`src/dvs_map.svh`:
```
// register offsets, field positions, reset values and timing counts
`ifndef DVS_MAP_SVH
`define DVS_MAP_SVH

//------------------------------------------------------------
// timing
//------------------------------------------------------------
`define DVS_CLK_HZ          10000000
`define DVS_DEAD_NS         30
`define DVS_DEAD_CYC        (((`DVS_DEAD_NS * (`DVS_CLK_HZ / 1000000)) + 999) / 1000)
`define DVS_SYNC_LOSS_US    20
`define DVS_SYNC_LOSS_CYC   (`DVS_SYNC_LOSS_US * (`DVS_CLK_HZ / 1000000))
`define DVS_STEP_CYC        4'hF
`define DVS_DAC_TOP         7'h40
`define DVS_DAC_ZERO        7'h00

//------------------------------------------------------------
// register map
//------------------------------------------------------------
`define DVS_OFS_CTRL        4'h0
`define DVS_OFS_STATUS      4'h4
`define DVS_CTRL_EN_BIT     0
`define DVS_CTRL_INT_BIT    1
`define DVS_CTRL_RESET      2'h1

`endif

```
`src/dvs_pkg.sv`:
```
// types shared by the sequencer
`default_nettype none
package dvs_pkg;
  // ramp sequencer states
  typedef enum logic [1:0] {
    DVS_OFF,
    DVS_RAMP_UP,
    DVS_ON,
    DVS_RAMP_DOWN
  } dvs_state_t;

  // clock-output mode picked from the sync pin
  typedef enum logic [1:0] {
    DVS_CK_INPHASE,
    DVS_CK_QUAD,
    DVS_CK_SLAVE
  } dvs_ckmode_t;

  // gate pair of one channel
  typedef struct packed {
    logic hs;
    logic ls;
  } dvs_gate_t;

  // readable status word
  typedef struct packed {
    logic       supply_low_lockout;
    logic       hot;
    logic       pgood;
    logic       ext_sync;
    logic       ramp_done;
    dvs_state_t state;
    logic [6:0] dac;
  } dvs_status_t;
endpackage
`default_nettype wire

```
`src/dvs_sequencer.sv`:
```
// dual regulator sequencer: soft ramp, power-good, clock modes, gate drive
`include "dvs_map.svh"
`default_nettype none

module dvs_sequencer (
  input  wire logic        i_clk,
  input  wire logic        i_rst,
  // pins
  input  wire logic        i_enable,
  input  wire logic        i_sync,
  input  wire logic        i_osc,
  input  wire logic [1:0]  i_under90,
  input  wire logic        i_thermal,
  input  wire logic        i_supply_low_lockout,
  input  wire logic [1:0]  i_pwm_end,
  output var  dvs_pkg::dvs_gate_t [1:0] o_gate,
  output logic             o_high_side_to_switch_node,
  output logic             o_comp_discharge,
  output logic [6:0]       o_dac_code,
  output logic             o_ramp_done,
  output logic             o_phase_clock_out,
  output logic             o_power_good_rst_n_out,
  output logic             o_power_good_rst_n_oe,
  // avalon-mm slave
  input  wire logic [3:0]  i_avs_address,
  input  wire logic        i_avs_read,
  input  wire logic        i_avs_write,
  input  wire logic [31:0] i_avs_writedata,
  input  wire logic [3:0]  i_avs_byteenable,
  output logic [31:0]      o_avs_readdata,
  output logic             o_avs_waitrequest
);

  //----------------------------------------------------------
  // declarations
  //----------------------------------------------------------
  logic [1:0]  ctrl_reg;          // sw enable, force internal osc
  logic        ack_reg;           // bus answer phase
  logic [31:0] rdata_reg;         // read data, valid with ack
  logic [1:0]  und_s1_reg;        // first synchroniser stage
  logic [1:0]  und_reg;           // synchronised under-90% flags
  logic        hot_s1_reg;
  logic        hot_reg;
  logic        osc_d_reg;         // previous oscillator sample
  logic        sync_d_reg;        // previous sync sample
  logic [7:0]  loss_cnt_reg;      // cycles since last sync edge
  logic        ext_reg;           // external sync is live
  logic        sw_clk_reg;        // divided switching clock
  logic        ck_reg;            // phase clock output
  logic        cyc1_reg;          // channel 1 cycle start pulse
  logic        cyc2_reg;          // channel 2 cycle start pulse
  logic [3:0]  step_cnt_reg;      // switching cycles per dac step
  logic [6:0]  dac_reg;
  logic        en_d_reg;
  logic        pg_reg;            // power good, released when high
  dvs_pkg::dvs_state_t  state_reg;
  dvs_pkg::dvs_ckmode_t mode;
  logic        fault;
  logic        enable;
  logic        osc_rise;
  logic        sync_rise;
  logic        src_rise;
  logic        run;
  logic        req;
  logic        sel_ctrl;
  logic        sel_stat;
  dvs_pkg::dvs_status_t status;

  //----------------------------------------------------------
  // input conditioning
  //----------------------------------------------------------
  // two flops on the analog comparators and thermal sensor
  always_ff @(posedge i_clk) begin
    if (i_rst) begin
      und_s1_reg <= 2'h0;
      und_reg    <= 2'h0;
      hot_s1_reg <= 1'h0;
      hot_reg    <= 1'h0;
    end else begin
      und_s1_reg <= i_under90;
      und_reg    <= und_s1_reg;
      hot_s1_reg <= i_thermal;
      hot_reg    <= hot_s1_reg;
    end
  end

  // lockout acts straight away; it is a reset-like condition
  assign fault  = hot_reg | i_supply_low_lockout;
  assign enable = i_enable & ctrl_reg[`DVS_CTRL_EN_BIT];

  //----------------------------------------------------------
  // clock source selection
  //----------------------------------------------------------
  assign osc_rise  = i_osc & ~osc_d_reg;
  assign sync_rise = i_sync & ~sync_d_reg;

  // edge history for oscillator and sync pin
  always_ff @(posedge i_clk) begin
    if (i_rst) begin
      osc_d_reg  <= 1'h0;
      sync_d_reg <= 1'h0;
    end else begin
      osc_d_reg  <= i_osc;
      sync_d_reg <= i_sync;
    end
  end

  // sync watchdog: no rising edge for a while means the clock is gone
  always_ff @(posedge i_clk) begin
    if (i_rst) begin
      loss_cnt_reg <= 8'h00;
      ext_reg      <= 1'h0;
    end else if (sync_rise) begin
      loss_cnt_reg <= 8'h00;
      ext_reg      <= 1'h1;
    end else if (loss_cnt_reg == 8'(`DVS_SYNC_LOSS_CYC)) begin
      ext_reg      <= 1'h0;
    end else begin
      loss_cnt_reg <= loss_cnt_reg + 8'h01;
    end
  end

  // a static sync pin picks the output mode, a toggling one the slave mode unless ctrl bit 1 forces the internal osc
  always_comb begin
    if (ext_reg & ~ctrl_reg[`DVS_CTRL_INT_BIT]) begin
      mode = dvs_pkg::DVS_CK_SLAVE;
    end else if (i_sync & ~ext_reg) begin
      mode = dvs_pkg::DVS_CK_QUAD;
    end else begin
      mode = dvs_pkg::DVS_CK_INPHASE;
    end
  end

  // divider source: sync edges in slave mode, oscillator edges otherwise
  assign src_rise = (mode == dvs_pkg::DVS_CK_SLAVE) ? sync_rise
                                                    : osc_rise;

  //----------------------------------------------------------
  // divide by two and phase clock
  //----------------------------------------------------------
  // the divider keeps toggling through a source change, so the
  // switching rate only glitches by one half period
  always_ff @(posedge i_clk) begin
    if (i_rst) begin
      sw_clk_reg <= 1'h0;
      cyc1_reg   <= 1'h0;
      cyc2_reg   <= 1'h0;
    end else begin
      cyc1_reg <= src_rise & ~sw_clk_reg;
      cyc2_reg <= src_rise & sw_clk_reg;
      if (src_rise) begin
        sw_clk_reg <= ~sw_clk_reg;
      end
    end
  end

  // quad mode: inverted oscillator rises a quarter switching period late
  always_ff @(posedge i_clk) begin
    if (i_rst) begin
      ck_reg <= 1'h0;
    end else begin
      unique case (mode)
        dvs_pkg::DVS_CK_QUAD: ck_reg <= ~i_osc;
        dvs_pkg::DVS_CK_SLAVE: begin
          ck_reg <= sw_clk_reg ^ src_rise;
        end
        dvs_pkg::DVS_CK_INPHASE: begin
          ck_reg <= sw_clk_reg ^ src_rise;
        end
      endcase
    end
  end

  //----------------------------------------------------------
  // soft-start / soft-stop sequencer
  //----------------------------------------------------------
  // one shared ramp keeps the two channels in lockstep
  always_ff @(posedge i_clk) begin
    if (i_rst | fault) begin
      state_reg    <= dvs_pkg::DVS_OFF;
      dac_reg      <= `DVS_DAC_ZERO;
      step_cnt_reg <= 4'h0;
      en_d_reg     <= 1'h0;
    end else begin
      en_d_reg <= enable;
      unique case (state_reg)
        dvs_pkg::DVS_OFF: begin
          step_cnt_reg <= 4'h0;
          if (enable) begin
            state_reg <= dvs_pkg::DVS_RAMP_UP;
          end
        end
        dvs_pkg::DVS_RAMP_UP: begin
          if (~enable & en_d_reg) begin
            state_reg <= dvs_pkg::DVS_RAMP_DOWN;
          end else if (dac_reg == `DVS_DAC_TOP) begin
            state_reg <= dvs_pkg::DVS_ON;
          end else if (cyc1_reg) begin
            step_cnt_reg <= step_cnt_reg + 4'h1;
            if (step_cnt_reg == `DVS_STEP_CYC) begin
              dac_reg <= dac_reg + 7'h01;
            end
          end
        end
        dvs_pkg::DVS_ON: begin
          if (~enable) begin
            state_reg    <= dvs_pkg::DVS_RAMP_DOWN;
            step_cnt_reg <= 4'h0;
          end
        end
        dvs_pkg::DVS_RAMP_DOWN: begin
          if (enable & ~en_d_reg) begin
            state_reg <= dvs_pkg::DVS_RAMP_UP;   // re-enable climbs from here
          end else if (dac_reg == `DVS_DAC_ZERO) begin
            state_reg <= dvs_pkg::DVS_OFF;
          end else if (cyc1_reg) begin
            step_cnt_reg <= step_cnt_reg + 4'h1;
            if (step_cnt_reg == `DVS_STEP_CYC) begin
              dac_reg <= dac_reg - 7'h01;
            end
          end
        end
      endcase
    end
  end

  assign run = (state_reg != dvs_pkg::DVS_OFF);

  //----------------------------------------------------------
  // gate drivers, one per channel
  //----------------------------------------------------------
  genvar ch;
  generate
    for (ch = 0; ch < 2; ch++) begin : g_ch
      logic       hs_req_reg;   // on-time request from cycle start to pwm end
      logic [1:0] dead_reg;     // cycles the high side has been off
      logic       start;
      assign start = (ch == 0) ? cyc1_reg : cyc2_reg;

      // request window; pwm end from the analog comparator closes it
      always_ff @(posedge i_clk) begin
        if (i_rst | fault | ~run) begin
          hs_req_reg <= 1'h0;
        end else if (start) begin
          hs_req_reg <= 1'h1;
        end else if (i_pwm_end[ch]) begin
          hs_req_reg <= 1'h0;
        end
      end

      // high side waits for low side off; low side waits out dead time
      always_ff @(posedge i_clk) begin
        if (i_rst | fault | ~run) begin
          o_gate[ch] <= '0;
          dead_reg   <= 2'h0;
        end else begin
          o_gate[ch].hs <= hs_req_reg & ~o_gate[ch].ls;
          if (o_gate[ch].hs | hs_req_reg) begin
            dead_reg      <= 2'h0;
            o_gate[ch].ls <= 1'h0;
          end else if (dead_reg < 2'(`DVS_DEAD_CYC)) begin
            dead_reg <= dead_reg + 2'h1;
          end else begin
            o_gate[ch].ls <= 1'h1;
          end
        end
      end
    end
  endgenerate

  //----------------------------------------------------------
  // shutdown parking and power-good
  //----------------------------------------------------------
  // gates are parked whenever the ramp is off, whatever the cause
  always_ff @(posedge i_clk) begin
    if (i_rst) begin
      o_high_side_to_switch_node <= 1'h1;
      o_comp_discharge           <= 1'h1;
      pg_reg                     <= 1'h0;
    end else begin
      o_high_side_to_switch_node <= ~run | fault;
      o_comp_discharge           <= ~run | fault;
      // any low comparator or fault pulls low; release needs ramp done
      pg_reg <= ~fault & ~(|und_reg)
              & (state_reg == dvs_pkg::DVS_ON);
    end
  end

  // open drain: the data line is always low, only the enable moves
  assign o_power_good_rst_n_out = 1'h0;
  assign o_power_good_rst_n_oe  = ~pg_reg;
  assign o_dac_code             = dac_reg;
  assign o_ramp_done            = (state_reg == dvs_pkg::DVS_ON);
  assign o_phase_clock_out      = ck_reg;

  //----------------------------------------------------------
  // avalon-mm register slave
  //----------------------------------------------------------
  assign req      = i_avs_read | i_avs_write;
  assign sel_ctrl = (i_avs_address == `DVS_OFS_CTRL);
  assign sel_stat = (i_avs_address == `DVS_OFS_STATUS);

  always_comb begin
    status.supply_low_lockout      = i_supply_low_lockout;
    status.hot       = hot_reg;
    status.pgood     = pg_reg;
    status.ext_sync  = (mode == dvs_pkg::DVS_CK_SLAVE);
    status.ramp_done = (state_reg == dvs_pkg::DVS_ON);
    status.state     = state_reg;
    status.dac       = dac_reg;
  end

  // every access waits exactly one cycle; the answer comes at the second edge
  assign o_avs_waitrequest = req & ~ack_reg;
  assign o_avs_readdata    = rdata_reg;

  // answer phase and read data capture; unmapped reads return zero
  always_ff @(posedge i_clk) begin
    if (i_rst) begin
      ack_reg   <= 1'h0;
      rdata_reg <= 32'h0000_0000;
    end else begin
      ack_reg <= req & ~ack_reg;
      if (i_avs_read & ~ack_reg) begin
        if (sel_ctrl) begin
          rdata_reg <= {30'h0, ctrl_reg};
        end else if (sel_stat) begin
          rdata_reg <= {18'h0_0000, status};
        end else begin
          rdata_reg <= 32'h0000_0000;
        end
      end
    end
  end

  // control register write; only byte lane 0 holds bits
  always_ff @(posedge i_clk) begin
    if (i_rst) begin
      ctrl_reg <= `DVS_CTRL_RESET;
    end else if (i_avs_write & ack_reg & sel_ctrl & i_avs_byteenable[0]) begin
      ctrl_reg <= i_avs_writedata[1:0];
    end
  end

endmodule
`default_nettype wire

```
`config.mk`:
```
export PLATFORM = sky130hd
export DESIGN_NAME = dvs_sequencer
export DESIGN_NICKNAME = d
export VERILOG_FILES = /design/src/dvs_pkg.sv /design/src/dvs_sequencer.sv
export VERILOG_INCLUDE_DIRS = /design/src
export SDC_FILE = /design/constraint.sdc
export NUM_CORES = 1
export LEC_CHECK = 0
export BUFFER_PORTS_ARGS = -buffer_cell sky130_fd_sc_hd__buf_2
export CAP_MARGIN = 20
export CORE_AREA = 2 2 87 89
export DETAILED_ROUTE_END_ITERATION = 7
export DIE_AREA = 0 0 89 91
export PLACE_DENSITY = 0.73
export SYNTH_ARGS = -nofsm -noshare
export SYNTH_HDL_FRONTEND = slang
export SYNTH_SLANG_ARGS = --single-unit
export TNS_END_PERCENT = 5
```
`constraint.sdc`:
```
create_clock -name i_clk -period 2.2 [get_ports i_clk]
set_input_delay 0.11 -clock i_clk [delete_from_list [all_inputs] [get_ports i_clk]]
set_output_delay 0.11 -clock i_clk [all_outputs]
set_load 0.01 [all_outputs]
```
### After elaboration in Yosys (flattened, before gate mapping)

Index checks and enable logic that the tools add are counted.

| storage, ports and cells | value |
|---|---|
| flip-flop bits (word level) | 82 |
| output and inout port bits | 50 |
| logic and storage cells | 151 |

| operators by class | value |
|---|---|
| add/subtract/negate cells | 6 |
| multiplexer cells | 35 |
| eq/ne operators | 21 |
| reduce and logical (&&, ||, !) cells | 17 |
| bitwise logic cells | 41 |
| magnitude comparators | 2 |

Operators by type and width:

| operator | number |
|---|---|
| $mux 7 | 8 |
| $mux 14 | 2 |
| $mux 4 | 6 |
| $ne 2x2->1 const B | 10 |
| $and 1x1->1 | 18 |
| $pmux 4 s4 | 1 |
| $not 1->1 | 15 |
| $mux 2 | 7 |
| $pmux 7 s2 | 1 |
| $reduce_bool 2->1 | 5 |
| $reduce_or 2->1 | 5 |
| $reduce_and 9->1 | 1 |
| $add 8x1->8 const B | 1 |
| $eq 8x8->1 const B | 1 |
| $mux 1 | 8 |
| $pmux 2 s4 | 1 |
| $add 7x1->7 const B | 1 |
| $eq 7x7->1 const B | 1 |
| $logic_not 7->1 | 1 |
| $or 1x1->1 | 7 |
| $sub 7x1->7 const B | 1 |
| $eq 2x2->1 const B | 3 |
| $ne 3x3->1 const B | 2 |
| $reduce_and 5->1 | 1 |
| other kinds (11) | 15 |

### Longest topological paths before layout

| depth | value |
|---|---|
| depth after elaboration | 8 |
| mapped depth | 10 |
| mapped depth without buffers | 8 |

### Worst setup path after synthesis

OpenSTA, ideal clock, no wires.

| timing | value |
|---|---|
| path kind | register -> register |
| start point | register state_reg[0] |
| end point | register dac_reg[6] (netlist: o_dac_code[6]) |
| cell stages (with the launch flop) | 11 |
| path buffers | 2 |
| clock period less this slack | 2.228 ns |
| setup slack | -0.028 ns |
| arrival | 2.154 ns |
| data required time | 2.126 ns |
| path through | dfxtp_1 > ha_1 > buf_6 > buf_2 > xor2_1 > ha_1 > inv_1 > o31a_1 > o21ai_0 > mux2_2 > a31oi_1 |

| on the way | value |
|---|---|
| cells in the longest elaborated chain, start to end | 3 |
| elaborated cells on any way between the ends | 13 |

RTL lines:

| element | line | source |
|---|---|---|
| from (decl) | dvs_sequencer.sv:56 | `dvs_pkg::dvs_state_t state_reg;` |
| from (signal assigned) | dvs_sequencer.sv:180 | `state_reg <= dvs_pkg::DVS_OFF;` |
| from (signal assigned) | dvs_sequencer.sv:190 | `state_reg <= dvs_pkg::DVS_RAMP_UP;` |
| from (signal assigned) | dvs_sequencer.sv:195 | `state_reg <= dvs_pkg::DVS_RAMP_DOWN;` |
| $eq 2x1->1 / $eq 2x2->1 (equally long branches) | dvs_sequencer.sv:186 | `unique case (state_reg)` |
| $ne 2x2->1 (no line) / $reduce_bool 2->1 (equally long branches) | n/a |  |
| $reduce_and 9->1 (no line) | n/a |  |
| to (signal assigned) | dvs_sequencer.sv:181 | `` dac_reg <= `DVS_DAC_ZERO; `` |
| to (signal assigned) | dvs_sequencer.sv:201 | `dac_reg <= dac_reg + 7'h01;` |
| to (signal assigned) | dvs_sequencer.sv:219 | `dac_reg <= dac_reg - 7'h01;` |
| to (decl) | dvs_sequencer.sv:53 | `logic [6:0] dac_reg;` |

Parallel ways exist; a longest one is shown, timed or not.
A chain may end at the register's enable or synchronous reset.

### Worst setup path in the final report

| timing | value |
|---|---|
| start point | register state_reg[0] |
| end point | register step_cnt_reg[0] |

| on the way | value |
|---|---|
| cells in the longest elaborated chain, start to end | 3 |
| elaborated cells on any way between the ends | 11 |

RTL lines:

| element | line | source |
|---|---|---|
| $eq 2x2->1 / $eq 2x1->1 (equally long branches) | dvs_sequencer.sv:186 |  |
| $ne 2x2->1 (no line) | n/a |  |
| $reduce_and 5->1 (no line) | n/a |  |
| to (signal assigned) | dvs_sequencer.sv:199 | `step_cnt_reg <= step_cnt_reg + 4'h1;` |
| to (signal assigned) | dvs_sequencer.sv:217 | `step_cnt_reg <= step_cnt_reg + 4'h1;` |
| to (decl) | dvs_sequencer.sv:52 | `logic [3:0] step_cnt_reg;` |

Parallel ways exist; a longest one is shown, timed or not.

==> results.md <==
* H-Tree Depth at 3
* Ys flop type: dfxtp_1
* Seq/Total Area, Yosys at 0.401
* Vias in the first global route at approximately 2,300
* Via/cell ratio at approximately 5
* Die area at 8100 µm²
* Grt total ovfl at 0
* Peak supply drop at 0.383 mV
* First-pass GRT wire length at 10.7 mm
* Pre-antenna DRT Iters at 5
* Power density over the cells at between 600 and 700 nW/µm²
* Via count at 2,612
* Max reg flops at 14
* Post-DP HPWL at 4.66 mm
* Most common cell in the netlist: dfxtp_1
* Largest family of logic cells by synthesized area: simple AND/OR/NAND/NOR gates
* RR Startpoint: state_reg[0]
* R2r worst-path depth at 7
* Area leader, netlist: dfxtp_1
* Clock Latency Late Sink at 0.34 ns
* Multiplexer area fraction after synthesis at 0.0290
* Clock Skews at 0.00881 ns
* Total placed cells including tap cells at 501
* Synth warn at 0
* Async SR Flop Fraction at 0
* Nets at 483
* Setup crit start kind: register
* Mapped Cells at 360
* Total setup buffers inserted after CTS at 0
* Post-synth EDFFs at 0
* Ant. Diodes at 0
* Post-route ant nets at 0
* Largest net degree at the start of global routing at 19
* Crit-path cells: buf_4 > ha_1 > mux2_2 > nand3_2 > nand2_1 > o41ai_2 > nor2_1
* Sink Count at 64
* Worst-path clk slew at 0.06 ns
* Simple-Gate Fraction of Synth Area at 0.221
* Routed WL at between 6 and 7 mm
* Top-area cell type share of the netlist area at 0.401
* Synth Area in Compound Gates at 0.147
* Synth Area in Adders at 0.0509
* Post-synthesis xor/xnor area fraction at 0.0493
* Reg-to-reg critical path endpoint: step_cnt_reg[0]
* # DRC at 0
* Fmax at 0.497 GHz
* CP Capture Type: register
* Final hold violations at 0
* Hold WC Path Type: in -> reg
* Worst path slowest cell: o41ai_2
* Core box area at 7140 µm²
* PortBufs at 50
* # rows at 31
* Status: finished clean
* Share of layout cells above drive strength 1 at 0.217
* LEAKAGE at around 1.6 nW
* GRT Total Usage at 0.167
* Period utilization at 0.914
* Min Tclk post-route at 2.01 ns
* Chip height at 91 µm
* Die width at a little under 90 µm
* Max incr delay on CP at between 0.4 and 0.5 ns
* Top cells by count, synth: dfxtp_1, nor2_1, buf_4
* Post-Syn Area at 3200 µm²
* CP startpoint: state_reg[0]
* Fin. max-slew vios at 0
* WS Path Type: reg -> reg
* Critical Path RT at 2.40 ns
* CTS root buffer: clkbuf_8
* Initial core utilization at 0.448
* Hold Slack at 0.0157 ns
* Critical path arrival at 2.21 ns
* Post-Layout Cell Count at 519
* Sum of negative setup slack at 0 ns
* RSZ-0062 raised after global routing: false
* Worst Hold End: ctrl_reg[1]
* Final setup fails at 0
* CP max FO at 8
* Max_cap viols at 0
* Initial antenna violation count at 0
* Post-Syn Area per Cell at 8.88 µm²
* TritonCTS Buffers at 9
* Synth Register Bits at 64
* Top cells by area, synth: dfxtp_1, nor2_1, ha_1
* Hold path start: i_avs_writedata[1]
* CTS tree: built
* GPL Wtd Cong at 0.853
* Max Buffers Root-to-Sink at 2
* Io pins at 103
* DR WL/cell at 12.6 µm
* Netlist cell types at 60
* Cell depth of the worst hold path at 3
* Area growth, synth to finish at 15.1%
* Drt first-iter violations at between 100 and 150
* R2R setup slack at 0.19 ns
[cell usage in the layout (no fill, tap or decap), drive strengths merged, types with 11 or more instances in the layout]
| master | synthesis | routed |
|---|---|---|
| nand2 | 13 | 13 |
| o21ai | 11 | 11 |
| buf | 29 | 62 |
| nor2 | 44 | 44 |
| nor2b | 13 | 13 |
| dfxtp | 64 | 64 |
| a22oi | 11 | 11 |
| conb | 1 | 19 |
| inv | 20 | 20 |
| a21oi | 19 | 19 |
| ha | 13 | 13 |
| clkbuf | 9 | 13 |
| nand3 | 12 | 12 |
[final cells by class]
type,instances,area [µm²]
multi-input cells,256,1670
flip-flops and latches,64,1280
well taps,99,124
inverters,20,75.1
fillers,686,3460
clock buffers,13,149
clock inverters,1,5.00
repair buffers,66,380
[cells by family (layout without fill, tap and decap cells)]
family | count (synthesis) | after routing
AO/OA/AOI/OAI | 66 | 66
XOR/XNOR | 18 | 18
adder cells (fa/ha/maj) | 13 | 13
buffers and inverters | 58 | 100
flip-flops | 64 | 64
multiplexers | 9 | 9
other | 1 | 19
AND/OR/NAND/NOR | 131 | 131
[per-stage QoR]
stage	cell area, µm²	total power, mW	utilization	setup WS (ns)
2_1_floorplan	3270	1.37	-	0.0208
3_3_place_gp	3480	1.40	0.488	0.145
3_5_place_dp	3480	1.40	0.488	0.128
4_1_cts	3670	2.24	0.515	0.120
5_1_grt	3680	2.32	0.516	0.0493
6_report	3680	2.21	0.516	0.189
[how the worst max path moves through the flow]
stage	endpoint	slack (ns)
2_1_floorplan	o_dac_code[6]	0.02
3_3_place_gp	o_dac_code[6]	0.14
3_5_place_dp	o_dac_code[6]	0.13
4_1_cts	o_dac_code[6]	0.12
5_1_grt	o_dac_code[6]	0.05
6_report	step_cnt_reg[0]	0.19
[timing repair]
item	in CTS	in global routing
hold endpoints to repair	4	0
setup endpoints to repair	0	4
hold buffers	4	0
resized for setup	0	3
[report_power, final]
| group | internal (mW) | switching, mW |
|---|---|---|
| registers | 1.18 | 0.0174 |
| clock network | 0.426 | 0.402 |
| logic | 0.0775 | 0.106 |
| total | 1.69 | 0.526 |
[worst max-delay path, delay by kind of cell (launching register included)]
kind            cells  cell delay, ns
compound gates      1            0.49
fa+ha+maj           1            0.30
buf+inv             1            0.15
flops               1            0.32
mux                 1            0.31
simple gates        3            0.31
[per-layer routing]
| metal | wire [µm] | track usage |
|---|---|---|
| met1 | 2970 | 0.209 |
| met2 | 3170 | 0.271 |
| met3 | 273 | 0.0527 |
| met4 | 116 | 0.0572 |
| met5 | 0 | 0 |
Note: power is estimated with default switching activity, not from simulation.
